File: src/dlw_pkg.sv
// Shared constants for the drive limit and warning supervisor
package dlw_pkg;
   // Register byte offsets
   localparam logic [7:0] OFS_CTRL      = 8'h00;
   localparam logic [7:0] OFS_CATCH_PCT = 8'h04;
   localparam logic [7:0] OFS_CUR_CAP   = 8'h08;
   localparam logic [7:0] OFS_RATED_CUR = 8'h0c;
   localparam logic [7:0] OFS_CUR_LOW   = 8'h10;
   localparam logic [7:0] OFS_CUR_HIGH  = 8'h14;
   localparam logic [7:0] OFS_FREQ_LOW  = 8'h18;
   localparam logic [7:0] OFS_FREQ_HIGH = 8'h1c;
   localparam logic [7:0] OFS_FEEDBACK_WARN_FLOOR    = 8'h20;
   localparam logic [7:0] OFS_FEEDBACK_WARN_CEILING   = 8'h24;
   localparam logic [7:0] OFS_BYP_WIDTH = 8'h28;
   localparam logic [7:0] OFS_BYP1      = 8'h2c;
   localparam logic [7:0] OFS_BYP2      = 8'h30;
   localparam logic [7:0] OFS_ROUTE_DO  = 8'h34;
   localparam logic [7:0] OFS_ROUTE_REL = 8'h38;
   localparam logic [7:0] OFS_STATUS    = 8'h3c;
   localparam logic [7:0] OFS_IRQ_STAT  = 8'h40;
   localparam logic [7:0] OFS_IRQ_MASK  = 8'h44;

   // Field positions
   localparam int CTRL_WIDE_BIT  = 0;
   localparam int STAT_RUN_BIT   = 6;
   localparam int STAT_ATREF_BIT = 7;
   localparam int NUM_WARN       = 6;

   // Scales: catch-up percent in 0.01 %, current cap percent in 1 %, frequency in 0.1 Hz, current in 0.1 A
   localparam logic [13:0] PCT_FULL_SCALE = 14'h2710;
   localparam logic [15:0] CAP_PCT_UNIT   = 16'h0064;

   // Reset values
   localparam logic [13:0] RST_CATCH_PCT  = 14'h0000;
   localparam logic [15:0] RST_CUR_CAP    = 16'h00a0;
   localparam logic [15:0] RST_RATED_CUR  = 16'h0064;
   localparam logic [15:0] RST_CUR_LOW    = 16'h0000;
   localparam logic [15:0] RST_CUR_HIGH   = 16'hffff;
   localparam logic [15:0] RST_FREQ_LOW   = 16'h0000;
   localparam logic [15:0] RST_FREQ_HIGH  = 16'h0528;
   localparam logic [31:0] RST_FEEDBACK_WARN_FLOOR     = 32'hffc2_f700;
   localparam logic [31:0] RST_FEEDBACK_WARN_CEILING    = 32'h003d_0900;
   localparam logic [15:0] RST_BYP_WIDTH  = 16'h0000;
   localparam logic [15:0] RST_BYP        = 16'h0000;

   // Limits
   localparam logic [15:0] FREQ_MAX_NARROW = 16'h0528;
   localparam logic [15:0] FREQ_MAX_WIDE   = 16'h2710;
   localparam logic [15:0] BYP_WIDTH_MAX   = 16'h03e8;
   localparam logic [15:0] BYP_FREQ_MAX    = 16'h2710;
   localparam logic [31:0] FB_MIN          = 32'ha0f0_4500;
   localparam logic [31:0] FB_MAX          = 32'h5f5e_1000;
endpackage

File: src/dlw_limit_compare.sv
// Low and high threshold comparator with registered warning outputs
`timescale 1ns/10ps
`default_nettype none
module dlw_limit_compare (
   // Clock and reset
   input  wire logic               clk,
   input  wire logic               rst_b,
   // Compare inputs
   input  wire logic signed [31:0] value,
   input  wire logic signed [31:0] lowLim,
   input  wire logic signed [31:0] highLim,
   input  wire logic               evalEn,
   // Warnings
   output logic                    lowWarn,
   output logic                    highWarn
);
   typedef struct packed {
      logic lowWarn;
      logic highWarn;
   } dlw_cmp_state_t;

   dlw_cmp_state_t st_r;
   dlw_cmp_state_t st_nxt;

   always_comb begin
      st_nxt          = st_r;
      st_nxt.lowWarn  = evalEn && (value < lowLim);
      st_nxt.highWarn = evalEn && (value > highLim);
   end

   always_ff @(posedge clk or negedge rst_b) begin
      if (!rst_b) begin
         st_r <= '0;
      end else begin
         st_r <= st_nxt;
      end
   end

   assign lowWarn  = st_r.lowWarn;
   assign highWarn = st_r.highWarn;
endmodule
`default_nettype wire

File: src/dlw_supervisor.sv
// Drive limit and warning supervisor: reference trim, current cap, warnings, frequency bypass
`timescale 1ns/10ps
`default_nettype none
// Operation
// - Catch-up input raises remote reference by programmed percentage.
// - Slow-down input lowers remote reference by programmed percentage.
// - Output current capped at programmable percent of rated current, default 160.
// - Low-current warning when current below low threshold, default zero.
// - High-current warning when current above high threshold.
// - Low-frequency warning when frequency below low threshold, default zero.
// - High-frequency warning when frequency above high threshold, default 132 Hz.
// - High-frequency threshold spans low threshold to 132 or 1000 Hz.
// - Low-feedback warning when feedback below floor, default minus 4000.
// - High-feedback warning when feedback above ceiling, default plus 4000.
// - All six warnings suppressed during ramp-up, after stop, while stopped.
// - Warning evaluation starts once output frequency reaches resulting reference.
// - Any warning can be routed to digital output and relay.
// - Output frequency kept out of band centred on bypass; zero width disables.
// - Two bypass frequencies, each 0 to 1000 Hz, default zero.
module dlw_supervisor (
   // Clock and reset
   input  wire logic               clk,
   input  wire logic               rst_b,
   // APB slave
   input  wire logic               psel,
   input  wire logic               penable,
   input  wire logic               pwrite,
   input  wire logic [7:0]         paddr,
   input  wire logic [31:0]        pwdata,
   output logic [31:0]             prdata,
   output logic                    pready,
   output logic                    pslverr,
   // Digital input pins
   input  wire logic               catchUpPin,
   input  wire logic               slowDownPin,
   input  wire logic               runPin,
   // Drive measurements and demands
   input  wire logic [15:0]        remoteRef,
   input  wire logic [15:0]        outFreq,
   input  wire logic [15:0]        outCurrent,
   input  wire logic [15:0]        currentDemand,
   input  wire logic signed [31:0] feedback,
   // Results
   output logic [15:0]             resultRef,
   output logic [15:0]             currentCmd,
   output logic [5:0]              warnings,
   output logic                    warnDigitalOut,
   output logic                    warnRelayOut,
   output logic                    irq
);
   typedef struct packed {
      logic        wideRange;
      logic [13:0] catchPct;
      logic [15:0] capPct;
      logic [15:0] ratedCur;
      logic [15:0] curLow;
      logic [15:0] curHigh;
      logic [15:0] freqLow;
      logic [15:0] freqHigh;
      logic [31:0] fbLow;
      logic [31:0] fbHigh;
      logic [15:0] bypWidth;
      logic [15:0] byp1;
      logic [15:0] byp2;
      logic [5:0]  routeDo;
      logic [5:0]  routeRel;
      logic [5:0]  irqStat;
      logic [5:0]  irqMask;
      logic [5:0]  warnPrev;
      logic [2:0]  syncA;
      logic [2:0]  syncB;
      logic        atRef;
      logic [15:0] refOut;
      logic [15:0] curCmd;
      logic        doOut;
      logic        relOut;
      logic [31:0] rdata;
      logic        err;
   } dlw_state_t;

   localparam dlw_state_t ST_RST = '{
      catchPct: dlw_pkg::RST_CATCH_PCT,
      capPct:   dlw_pkg::RST_CUR_CAP,
      ratedCur: dlw_pkg::RST_RATED_CUR,
      curLow:   dlw_pkg::RST_CUR_LOW,
      curHigh:  dlw_pkg::RST_CUR_HIGH,
      freqLow:  dlw_pkg::RST_FREQ_LOW,
      freqHigh: dlw_pkg::RST_FREQ_HIGH,
      fbLow:    dlw_pkg::RST_FEEDBACK_WARN_FLOOR,
      fbHigh:   dlw_pkg::RST_FEEDBACK_WARN_CEILING,
      bypWidth: dlw_pkg::RST_BYP_WIDTH,
      byp1:     dlw_pkg::RST_BYP,
      byp2:     dlw_pkg::RST_BYP,
      default:  '0
   };

   dlw_state_t st_r;
   dlw_state_t st_nxt;

   logic [5:0]         warnLive;
   logic               evalEn;
   logic signed [31:0] cmpVal [3];
   logic signed [31:0] cmpLow [3];
   logic signed [31:0] cmpHigh [3];

   // Unsigned clamp into [lo, hi]
   function automatic logic [15:0] clampU(input logic [31:0] v, input logic [15:0] lo, input logic [15:0] hi);
      if (v > {16'h0000, hi}) begin
         clampU = hi;
      end else if (v < {16'h0000, lo}) begin
         clampU = lo;
      end else begin
         clampU = v[15:0];
      end
   endfunction

   // Push a frequency out of the band around one bypass centre
   function automatic logic [15:0] bypass(input logic [15:0] f, input logic [15:0] ctr, input logic [15:0] width);
      logic [15:0] half;
      logic [16:0] lo;
      logic [16:0] hi;
      half = {1'b0, width[15:1]};
      lo   = {1'b0, ctr} - {1'b0, half};
      hi   = {1'b0, ctr} + {1'b0, half};
      bypass = f;
      if (width != 16'h0000 && {1'b0, f} > lo && {1'b0, f} < hi) begin
         if (f < ctr) begin
            bypass = lo[16] ? 16'h0000 : lo[15:0];
         end else begin
            bypass = hi[16] ? 16'hffff : hi[15:0];
         end
      end
   endfunction

   // Channel 0 current, 1 frequency, 2 feedback
   assign cmpVal[0]  = {16'h0000, outCurrent};
   assign cmpLow[0]  = {16'h0000, st_r.curLow};
   assign cmpHigh[0] = {16'h0000, st_r.curHigh};
   assign cmpVal[1]  = {16'h0000, outFreq};
   assign cmpLow[1]  = {16'h0000, st_r.freqLow};
   assign cmpHigh[1] = {16'h0000, st_r.freqHigh};
   assign cmpVal[2]  = feedback;
   assign cmpLow[2]  = st_r.fbLow;
   assign cmpHigh[2] = st_r.fbHigh;

   assign evalEn = st_r.syncB[2] && st_r.atRef;

   genvar gi;
   generate
      for (gi = 0; gi < 3; gi++) begin : gCmp
         dlw_limit_compare uCmp (
            .clk      (clk),
            .rst_b    (rst_b),
            .value    (cmpVal[gi]),
            .lowLim   (cmpLow[gi]),
            .highLim  (cmpHigh[gi]),
            .evalEn   (evalEn),
            .lowWarn  (warnLive[2*gi]),
            .highWarn (warnLive[2*gi+1])
         );
      end
   endgenerate

   always_comb begin
      logic [29:0] prod;
      logic [15:0] delta;
      logic [16:0] trimmed;
      logic [31:0] capAmps;
      logic [15:0] fMax;
      logic        rdSetup;
      logic        wrAcc;
      logic [31:0] rd;
      logic        hit;
      prod    = '0;
      delta   = '0;
      trimmed = '0;
      capAmps = '0;
      fMax    = '0;
      rd      = '0;
      rdSetup = 1'b0;
      wrAcc   = 1'b0;
      hit     = 1'b1;
      st_nxt  = st_r;

      // Pin synchronisers: catch-up, slow-down, run
      st_nxt.syncA = {runPin, slowDownPin, catchUpPin};
      st_nxt.syncB = st_r.syncA;

      // Reference trim, then bypass bands
      prod  = remoteRef * st_r.catchPct;
      delta = 16'((prod + 30'(dlw_pkg::PCT_FULL_SCALE / 2)) / dlw_pkg::PCT_FULL_SCALE);
      if (st_r.syncB[0] && !st_r.syncB[1]) begin
         trimmed = {1'b0, remoteRef} + {1'b0, delta};
      end else if (st_r.syncB[1] && !st_r.syncB[0]) begin
         trimmed = {1'b0, remoteRef} - {1'b0, delta};
      end else begin
         trimmed = {1'b0, remoteRef};
      end
      if (trimmed[16]) begin
         trimmed = 17'h0ffff;
      end
      st_nxt.refOut = bypass(bypass(trimmed[15:0], st_r.byp1, st_r.bypWidth),
                             st_r.byp2, st_r.bypWidth);

      // Current cap
      capAmps = (32'(st_r.ratedCur) * 32'(st_r.capPct)) / 32'(dlw_pkg::CAP_PCT_UNIT);
      st_nxt.curCmd = (32'(currentDemand) > capAmps) ? capAmps[15:0] : currentDemand;

      // Warning enable: cleared while stopped, set on reaching the reference
      if (!st_r.syncB[2]) begin
         st_nxt.atRef = 1'b0;
      end else if (outFreq == st_r.refOut) begin
         st_nxt.atRef = 1'b1;
      end

      st_nxt.doOut    = |(warnLive & st_r.routeDo);
      st_nxt.relOut   = |(warnLive & st_r.routeRel);
      st_nxt.warnPrev = warnLive;

      // APB: decode in setup phase, answer in the access phase
      rdSetup = psel && !penable;
      wrAcc   = psel && penable && pwrite;
      fMax    = st_r.wideRange ? dlw_pkg::FREQ_MAX_WIDE : dlw_pkg::FREQ_MAX_NARROW;
      unique case (paddr)
         dlw_pkg::OFS_CTRL:      rd = {31'h0, st_r.wideRange};
         dlw_pkg::OFS_CATCH_PCT: rd = {18'h0, st_r.catchPct};
         dlw_pkg::OFS_CUR_CAP:   rd = {16'h0, st_r.capPct};
         dlw_pkg::OFS_RATED_CUR: rd = {16'h0, st_r.ratedCur};
         dlw_pkg::OFS_CUR_LOW:   rd = {16'h0, st_r.curLow};
         dlw_pkg::OFS_CUR_HIGH:  rd = {16'h0, st_r.curHigh};
         dlw_pkg::OFS_FREQ_LOW:  rd = {16'h0, st_r.freqLow};
         dlw_pkg::OFS_FREQ_HIGH: rd = {16'h0, st_r.freqHigh};
         dlw_pkg::OFS_FEEDBACK_WARN_FLOOR:    rd = st_r.fbLow;
         dlw_pkg::OFS_FEEDBACK_WARN_CEILING:   rd = st_r.fbHigh;
         dlw_pkg::OFS_BYP_WIDTH: rd = {16'h0, st_r.bypWidth};
         dlw_pkg::OFS_BYP1:      rd = {16'h0, st_r.byp1};
         dlw_pkg::OFS_BYP2:      rd = {16'h0, st_r.byp2};
         dlw_pkg::OFS_ROUTE_DO:  rd = {26'h0, st_r.routeDo};
         dlw_pkg::OFS_ROUTE_REL: rd = {26'h0, st_r.routeRel};
         dlw_pkg::OFS_STATUS:    rd = {24'h0, st_r.atRef, st_r.syncB[2], warnLive};
         dlw_pkg::OFS_IRQ_STAT:  rd = {26'h0, st_r.irqStat};
         dlw_pkg::OFS_IRQ_MASK:  rd = {26'h0, st_r.irqMask};
         default:                hit = 1'b0;
      endcase
      if (rdSetup) begin
         st_nxt.rdata = hit ? rd : 32'h0000_0000;
         st_nxt.err   = !hit;
      end

      if (wrAcc && !st_r.err) begin
         unique case (paddr)
            dlw_pkg::OFS_CTRL: begin
               st_nxt.wideRange = pwdata[dlw_pkg::CTRL_WIDE_BIT];
               if (!pwdata[dlw_pkg::CTRL_WIDE_BIT] && st_r.freqHigh > dlw_pkg::FREQ_MAX_NARROW) begin
                  st_nxt.freqHigh = dlw_pkg::FREQ_MAX_NARROW;
               end
            end
            dlw_pkg::OFS_CATCH_PCT: st_nxt.catchPct = 14'(clampU(pwdata, 16'h0000, 16'(dlw_pkg::PCT_FULL_SCALE)));
            dlw_pkg::OFS_CUR_CAP:   st_nxt.capPct   = pwdata[15:0];
            dlw_pkg::OFS_RATED_CUR: st_nxt.ratedCur = pwdata[15:0];
            dlw_pkg::OFS_CUR_LOW:   st_nxt.curLow   = clampU(pwdata, 16'h0000, st_r.curHigh);
            dlw_pkg::OFS_CUR_HIGH:  st_nxt.curHigh  = clampU(pwdata, st_r.curLow, 16'hffff);
            dlw_pkg::OFS_FREQ_LOW:  st_nxt.freqLow  = clampU(pwdata, 16'h0000, st_r.freqHigh);
            dlw_pkg::OFS_FREQ_HIGH: st_nxt.freqHigh = clampU(pwdata, st_r.freqLow, fMax);
            dlw_pkg::OFS_FEEDBACK_WARN_FLOOR: begin
               if ($signed(pwdata) > $signed(st_r.fbHigh)) begin
                  st_nxt.fbLow = st_r.fbHigh;
               end else if ($signed(pwdata) < $signed(dlw_pkg::FB_MIN)) begin
                  st_nxt.fbLow = dlw_pkg::FB_MIN;
               end else begin
                  st_nxt.fbLow = pwdata;
               end
            end
            dlw_pkg::OFS_FEEDBACK_WARN_CEILING: begin
               if ($signed(pwdata) < $signed(st_r.fbLow)) begin
                  st_nxt.fbHigh = st_r.fbLow;
               end else if ($signed(pwdata) > $signed(dlw_pkg::FB_MAX)) begin
                  st_nxt.fbHigh = dlw_pkg::FB_MAX;
               end else begin
                  st_nxt.fbHigh = pwdata;
               end
            end
            dlw_pkg::OFS_BYP_WIDTH: st_nxt.bypWidth = clampU(pwdata, 16'h0000, dlw_pkg::BYP_WIDTH_MAX);
            dlw_pkg::OFS_BYP1:      st_nxt.byp1     = clampU(pwdata, 16'h0000, dlw_pkg::BYP_FREQ_MAX);
            dlw_pkg::OFS_BYP2:      st_nxt.byp2     = clampU(pwdata, 16'h0000, dlw_pkg::BYP_FREQ_MAX);
            dlw_pkg::OFS_ROUTE_DO:  st_nxt.routeDo  = pwdata[5:0];
            dlw_pkg::OFS_ROUTE_REL: st_nxt.routeRel = pwdata[5:0];
            dlw_pkg::OFS_IRQ_MASK:  st_nxt.irqMask  = pwdata[5:0];
            default: ;
         endcase
      end

      // Sticky events: write-one clears, a new rising warning wins
      if (wrAcc && paddr == dlw_pkg::OFS_IRQ_STAT) begin
         st_nxt.irqStat = st_r.irqStat & ~pwdata[5:0];
      end
      st_nxt.irqStat = st_nxt.irqStat | (warnLive & ~st_r.warnPrev);
   end

   always_ff @(posedge clk or negedge rst_b) begin
      if (!rst_b) begin
         st_r <= ST_RST;
      end else begin
         st_r <= st_nxt;
      end
   end

   assign prdata         = st_r.rdata;
   assign pready         = psel && penable;
   assign pslverr        = psel && penable && st_r.err;
   assign resultRef      = st_r.refOut;
   assign currentCmd     = st_r.curCmd;
   assign warnings       = warnLive;
   assign warnDigitalOut = st_r.doOut;
   assign warnRelayOut   = st_r.relOut;
   assign irq            = |(st_r.irqStat & st_r.irqMask);
endmodule
`default_nettype wire

File: config.mk
export PLATFORM = sky130hd
export DESIGN_NAME = dlw_supervisor
export DESIGN_NICKNAME = d
export VERILOG_FILES = /design/src/dlw_pkg.sv /design/src/dlw_limit_compare.sv /design/src/dlw_supervisor.sv
export SDC_FILE = /design/constraint.sdc
export NUM_CORES = 2
export LEC_CHECK = 0
export BUFFER_PORTS_ARGS = -buffer_cell sky130_fd_sc_hd__buf_4
export CORE_MARGIN = 2
export CORE_UTILIZATION = 59
export CTS_CLUSTER_DIAMETER = 40
export DETAILED_ROUTE_END_ITERATION = 8
export HOLD_SLACK_MARGIN = 0.1
export PLACE_DENSITY = 0.82
export SLEW_MARGIN = 20
export SYNTH_ARGS = -nofsm -noshare
export SYNTH_HDL_FRONTEND = slang
export SYNTH_HIERARCHICAL = 1
export SYNTH_SLANG_ARGS = --single-unit
File: constraint.sdc
create_clock -name clk -period 29.2 [get_ports clk]
set_input_delay 5.84 -clock clk [delete_from_list [all_inputs] [get_ports clk]]
set_output_delay 5.84 -clock clk [all_outputs]
set_load 0.02 [all_outputs]
# Word level (Yosys, flattened, before mapping)
# Cells that the tools add are included.
[word_totals]
wordCells = 182
register_bits = 333
input_bits = 144
output_inout_bits = 75
[op_classes]
magnitude_cmp = 27
n_div = 2
reduce_logical = 49
eq_ne = 20
muxes = 34
addsub = 7
bitwise = 8
n_mul = 2
[op_table]
columns = ["operator", "count"]
rows = [
  ["32-bit case mux with 18 select lines", 1],
  ["16-bit two-way mux", 20],
  ["32-bit two-way mux", 5],
  ["8-bit by 6-bit == test with 1-bit output, second input constant", 8],
  ["32-bit by 16-bit > comparator with 1-bit output", 2],
  ["32-bit > comparator", 2],
  ["16-bit less-than comparator", 4],
  ["32-bit by 16-bit less-than comparator with 1-bit output", 2],
  ["32-bit less-than comparator", 2],
  ["16-bit by 15-bit adder with 17-bit output", 2],
  ["16-bit by 17-bit > comparator with 1-bit output", 2],
  ["16-bit by 17-bit less-than comparator with 1-bit output", 2],
  ["17-bit two-way mux", 2],
  ["16-bit by 15-bit subtractor with 17-bit output", 2],
  ["32-bit by 7-bit divider with 32-bit output, second input constant", 1],
  ["8-bit by 5-bit == test with 1-bit output, second input constant", 4],
  ["16-bit > comparator", 2],
  ["16-bit by 32-bit > comparator with 1-bit output", 1],
  ["32-bit by 10-bit > comparator with 1-bit output, second input constant", 1],
  ["32-bit by 14-bit > comparator with 1-bit output", 1],
  ["32-bit by 14-bit > comparator with 1-bit output, second input constant", 1],
  ["32-bit by 16-bit > comparator with 1-bit output, second input constant", 1],
  ["32-bit > comparator, second input constant", 1],
  ["32-bit by 1-bit less-than comparator with 1-bit output, second input constant", 1],
  ["other kinds (30)", 79],
]

# Depth between registers and ports, before layout
[depth]
ltp_word = 15
depth_mapped = 157
mapped_depth_nobuf = 147

# Modules after synthesis
# The synthesis kept the hierarchy.
[modules_own_cells]
columns = ["module", "seq_area_each_um2", "area_per_inst_um2", "cells_each", "n_inst"]
rows = [
  ["dlw_supervisor", 8245.4, 54454.7, 6690, 1],
  ["dlw_limit_compare", 50.0, 1677.9, 227, 3],
]

# Least setup slack after synthesis
# OpenSTA, ideal clock, no wires.
[synth_path]
path_type = "input -> register"
start = "in remoteRef[3]"
end = "reg st_r (netlist bit resultRef[10])"
stages = 144
setup_time_ns = 0.125
t_arrival_ns = 35.012
n_path_buf = 7
required_time_ns = 29.075
path_slack_ns = -5.937
cell_sequence = "clkbuf_1 > nand2_1 > fa_1 > inv_1 > fa_1 > fa_1 > inv_1 > fa_1 > fa_1 > inv_1 > fa_1 > ha_1 > inv_1 > o21ai_1 > a21oi_1 > o21ai_2 > a2111oi_2 > o31ai_1 > (+108 left out) > o21ai_0 > nand2b_1 > a21oi_1 > nor2b_1 > o21ai_0 > nand2b_1 > a21oi_1 > nor2b_1 > o21ai_0 > nand2b_1 > a21oi_1 > nor2b_1 > o21ai_0 > nand2b_1 > a21oi_1 > nor4_1 > clkbuf_1 > mux2_2"
[synth_lines]
columns = ["item", "line_no", "source"]
rows = [
  ["start: declaration", "dlw_supervisor.sv:38", "input wire logic [15:0] remoteRef,"],
  ["end signal: assignment", "dlw_supervisor.sv:304", "st_r <= st_nxt;"],
  ["end: declaration", "dlw_supervisor.sv:97", "dlw_state_t st_r;"],
]

==> results.yml <==
timing:
  rsz0062_at_grt: "yes"
  finalSetupTns_ns: -58.43
  worst_pin_slew_ns: 1.16
  hold_viol_final: 0
  fin_skew_ns: 0.0329
  min_period_over_period_pct: 113
  final-setup-viol-count: 16
  relSlewSlack_pct: 21.9
  fmax_ghz: 0.0304
  finalCriticalPeriod_ns: 32.89
  setup_ws_ns: -3.69
  slew_viol_final: 0
  whs_ns: 0.351
setup_path:
  rrSetupSlack_ns: 0.65
  cp_slowest_cell: "or4_2"
  critPathRequiredTime_ns: 29.74
  cp_max_fo: 19
  crit_type: "primary input to flop"
  path_common_cell: "a21oi_2"
  arrival_ns: 33.42
  r2r_end: "resultRef[10]"
  crit_path_start_kind: "primary input"
  ff2ff_path_depth: 142
  critPathBufInv: 18
  cp-end-kind: "flop"
  r2r_start: "st_r[314]"
  critPathTopFamily: "compound AO/OA/AOI/OAI gates"
  slowest_delay_ns: 0.66
cts:
  cts_num_sinks: 333
  cts_made_buffers: 53
  path_clk_slew_ns: 0.06
  clockBufferDepth: 3
  tritoncts: "yes"
  cts.htree.levels: 2
  cts_root_buffer: "clkbuf_16"
  clock_latency_ns: 0.65
synthesis:
  synthArstFlopShare_pct: 100
  ys_types: 157
  yosysMostFrequentCell: "inv_1"
  synth.top_cell.area_share_pct: 15.2
  synth_seq_cells: 333
  synth_edf_count: 0
  synthFlopType: "dfrtp_1"
  yosysSeqAreaShare_pct: 14.1
  yosys_warnings: 6
  ys_top_cells_by_area: "ha_1 (15%), fa_1 (12%), dfrtp_1 (12%)"
  ys_top_cells_by_count: "inv_1 (867), nand2_1 (766), ha_1 (721)"
  syn_avg_cell_area_sq_um: 8.07
  yosysTopAreaCell: "ha_1"
  post_synth_instance_area_sq_um: 59500
  netlist_instances: 7371
floorplanning:
  core_area_sq_um: 100000
  ioPinCount: 219
  die_x_microns: 322
  dieArea_sq_um: 103000
  row_count: 116
  start_util_pct: 59.5
  die_h_microns: 322
routing:
  routed.top_layer: "met5"
  ant_nets: 0
  wirelength_microns: 206000
  drt_iter0_drc: 6504
  met2_wirelength_microns: 93600
  wire_per_inst_microns: 21.6
  vias_per_cell: 6.36
  dr.pass1.iters: 9
  num_vias: 60718
  drc: 2
  drt-met1-wl_microns: 78200
  dr_wl_met3_microns: 20800
worst_hold_path:
  hp-class: "flop to flop"
  min_from: "st_nxt[70]"
  whs_endpoint: "st_r[70]"
  hold_path_depth: 0
global_route:
  antenna_found_initial: 7
  grt_max_degree: 78
  grt_overflow: 0
  grt_usage_pct: 38.6
  grt_pass1_wl_microns: 319000
  grt_pass1_vias: 59470
final_layout:
  nFillCells: 7541
  final_util_pct: 71.3
  layout.cells.non_filler: 9552
  fin_nets: 9439
  post_route_cells_drive_above_1_share_pct: 21.4
  syn_to_final_growth_pct: 19.9
power:
  p_leak_nw: 33.9
  power_density_nw_per_um2: 37.6
  peakVddDrop_uv: 101
place:
  io_buffers: 218
  place_hpwl_microns: 157000
  gp_congestion: 1.02
  placed_cells: 9341
run_status:
  violations: "DRC, setup timing"
  outcome: "complete, but fails checks"
flow_run:
  drv_cap: 0
[area by class of cell]
cell class              count  area [sq um]  area share [%]
multi-input cells        5925         48200            67.6
flip-flops and latches    333          8450            11.8
repair buffers           1015          7740            10.9
inverters                 875          3300            4.63
well taps                1298          1620            2.28
clock buffers              59          1370            1.92
clock inverters            40           596           0.835
diodes                      7          17.5          0.0246
[cells by family (layout without fill, tap and decap cells)]
logic type	Yosys count	count (layout)	share of synthesized area [%]
and+or+nand+nor	2203	2203	18.2
AOI/OAI and AO/OA	1995	1997	23.1
buffers and inverters	1242	1989	8.67
adders and majority gates	1109	1109	27.9
DFF	333	333	14.1
xor gates and xnor gates	286	286	4.31
muxes	202	202	3.63
other	1	135	0.00630
[flip-flops by register name, summed over array words and instances, names as in the netlist]
register / cells
cmpHigh: 64
cmpLow: 64
currentCmd: 16
gCmp.uCmp/highWarn: 3
gCmp.uCmp/lowWarn: 3
prdata: 32
resultRef: 16
st_nxt: 3
st_r: 130
warnDigitalOut: 1
warnRelayOut: 1
[layout by cell type (no fill, tap or decap), drive strengths merged, types with 34 or more instances in the layout]
| cell | count |
|---|---|
| dfrtp | 283 |
| nand3 | 127 |
| nand2 | 770 |
| o22ai | 45 |
| nor2 | 432 |
| and3 | 55 |
| ha | 721 |
| o21ai | 476 |
| nor2b | 79 |
| nand4 | 105 |
| a21o | 113 |
| o31ai | 50 |
| a221oi | 61 |
| and2 | 264 |
| nor4 | 35 |
| a31oi | 79 |
| a21oi | 478 |
| nor3 | 108 |
| fa | 371 |
| xor2 | 52 |
| mux2 | 87 |
| inv | 889 |
| conb | 128 |
| o211ai | 68 |
| a211oi | 97 |
| a22oi | 74 |
| or3 | 34 |
| buf | 1015 |
| xnor2 | 234 |
| o21a | 43 |
| o21bai | 73 |
| nand2b | 87 |
| dfstp | 50 |
| mux2i | 115 |
| clkbuf | 59 |
| a22o | 37 |
[metal layers]
metal,vias to the layer above,GRT usage (%)
li1,27332,-
met1,28980,48.1
met2,3460,62.7
met3,942,8.19
met4,4,20.2
met5,-,0.946
[worst reg2reg max path, delay by kind of cell (launching register included)]
kind                       cells  cell delay (ns)
AOI/OAI and AO/OA             74            13.33
xor gates and xnor gates       4             0.61
adders and majority gates     14             5.69
buffers and inverters         16             2.16
DFF                            1             0.95
muxes                          5             1.35
and+or+nand+nor               29             4.35
[timing repair]
| item | in CTS | in global routing |
|---|---|---|
| hold endpoints to repair | 0 | 0 |
| gates cloned | 0 | 2 |
| pin swaps | 98 | 80 |
| resized for setup | 92 | 131 |
| hold buffers | 0 | 0 |
| setup endpoints to repair | 16 | 32 |
| setup buffers | 59 | 44 |
[power by group]
group          switching [mW]  internal, mW
Clock                   0.275         0.430
Combinational           0.759         0.726
Sequential             0.0154         0.474
Total                    1.05          1.63
[metrics by stage]
step	worst slack, ns	area [sq um]	power, mW
5_1_grt	-5.00	71300	2.82
6_report	-3.69	71300	2.68
3_3_place_gp	-4.07	67400	1.73
3_5_place_dp	-4.94	67400	1.75
4_1_cts	-2.96	70300	2.57
2_1_floorplan	-3.37	60900	1.26
[how the worst max path moves through the flow]
stage / slack, ns / end / cells after the start / start
global placement: -4.07 / resultRef[5] / 141 / remoteRef[2]
CTS: -2.96 / resultRef[10] / 147 / remoteRef[6]
detailed placement: -4.94 / resultRef[4] / 145 / remoteRef[2]
global route: -5.00 / resultRef[10] / 151 / remoteRef[4]
floorplan: -3.37 / resultRef[10] / 149 / remoteRef[11]
finish: -3.69 / resultRef[10] / 144 / remoteRef[8]
No activity file was read; power rests on OpenSTA's default activity.
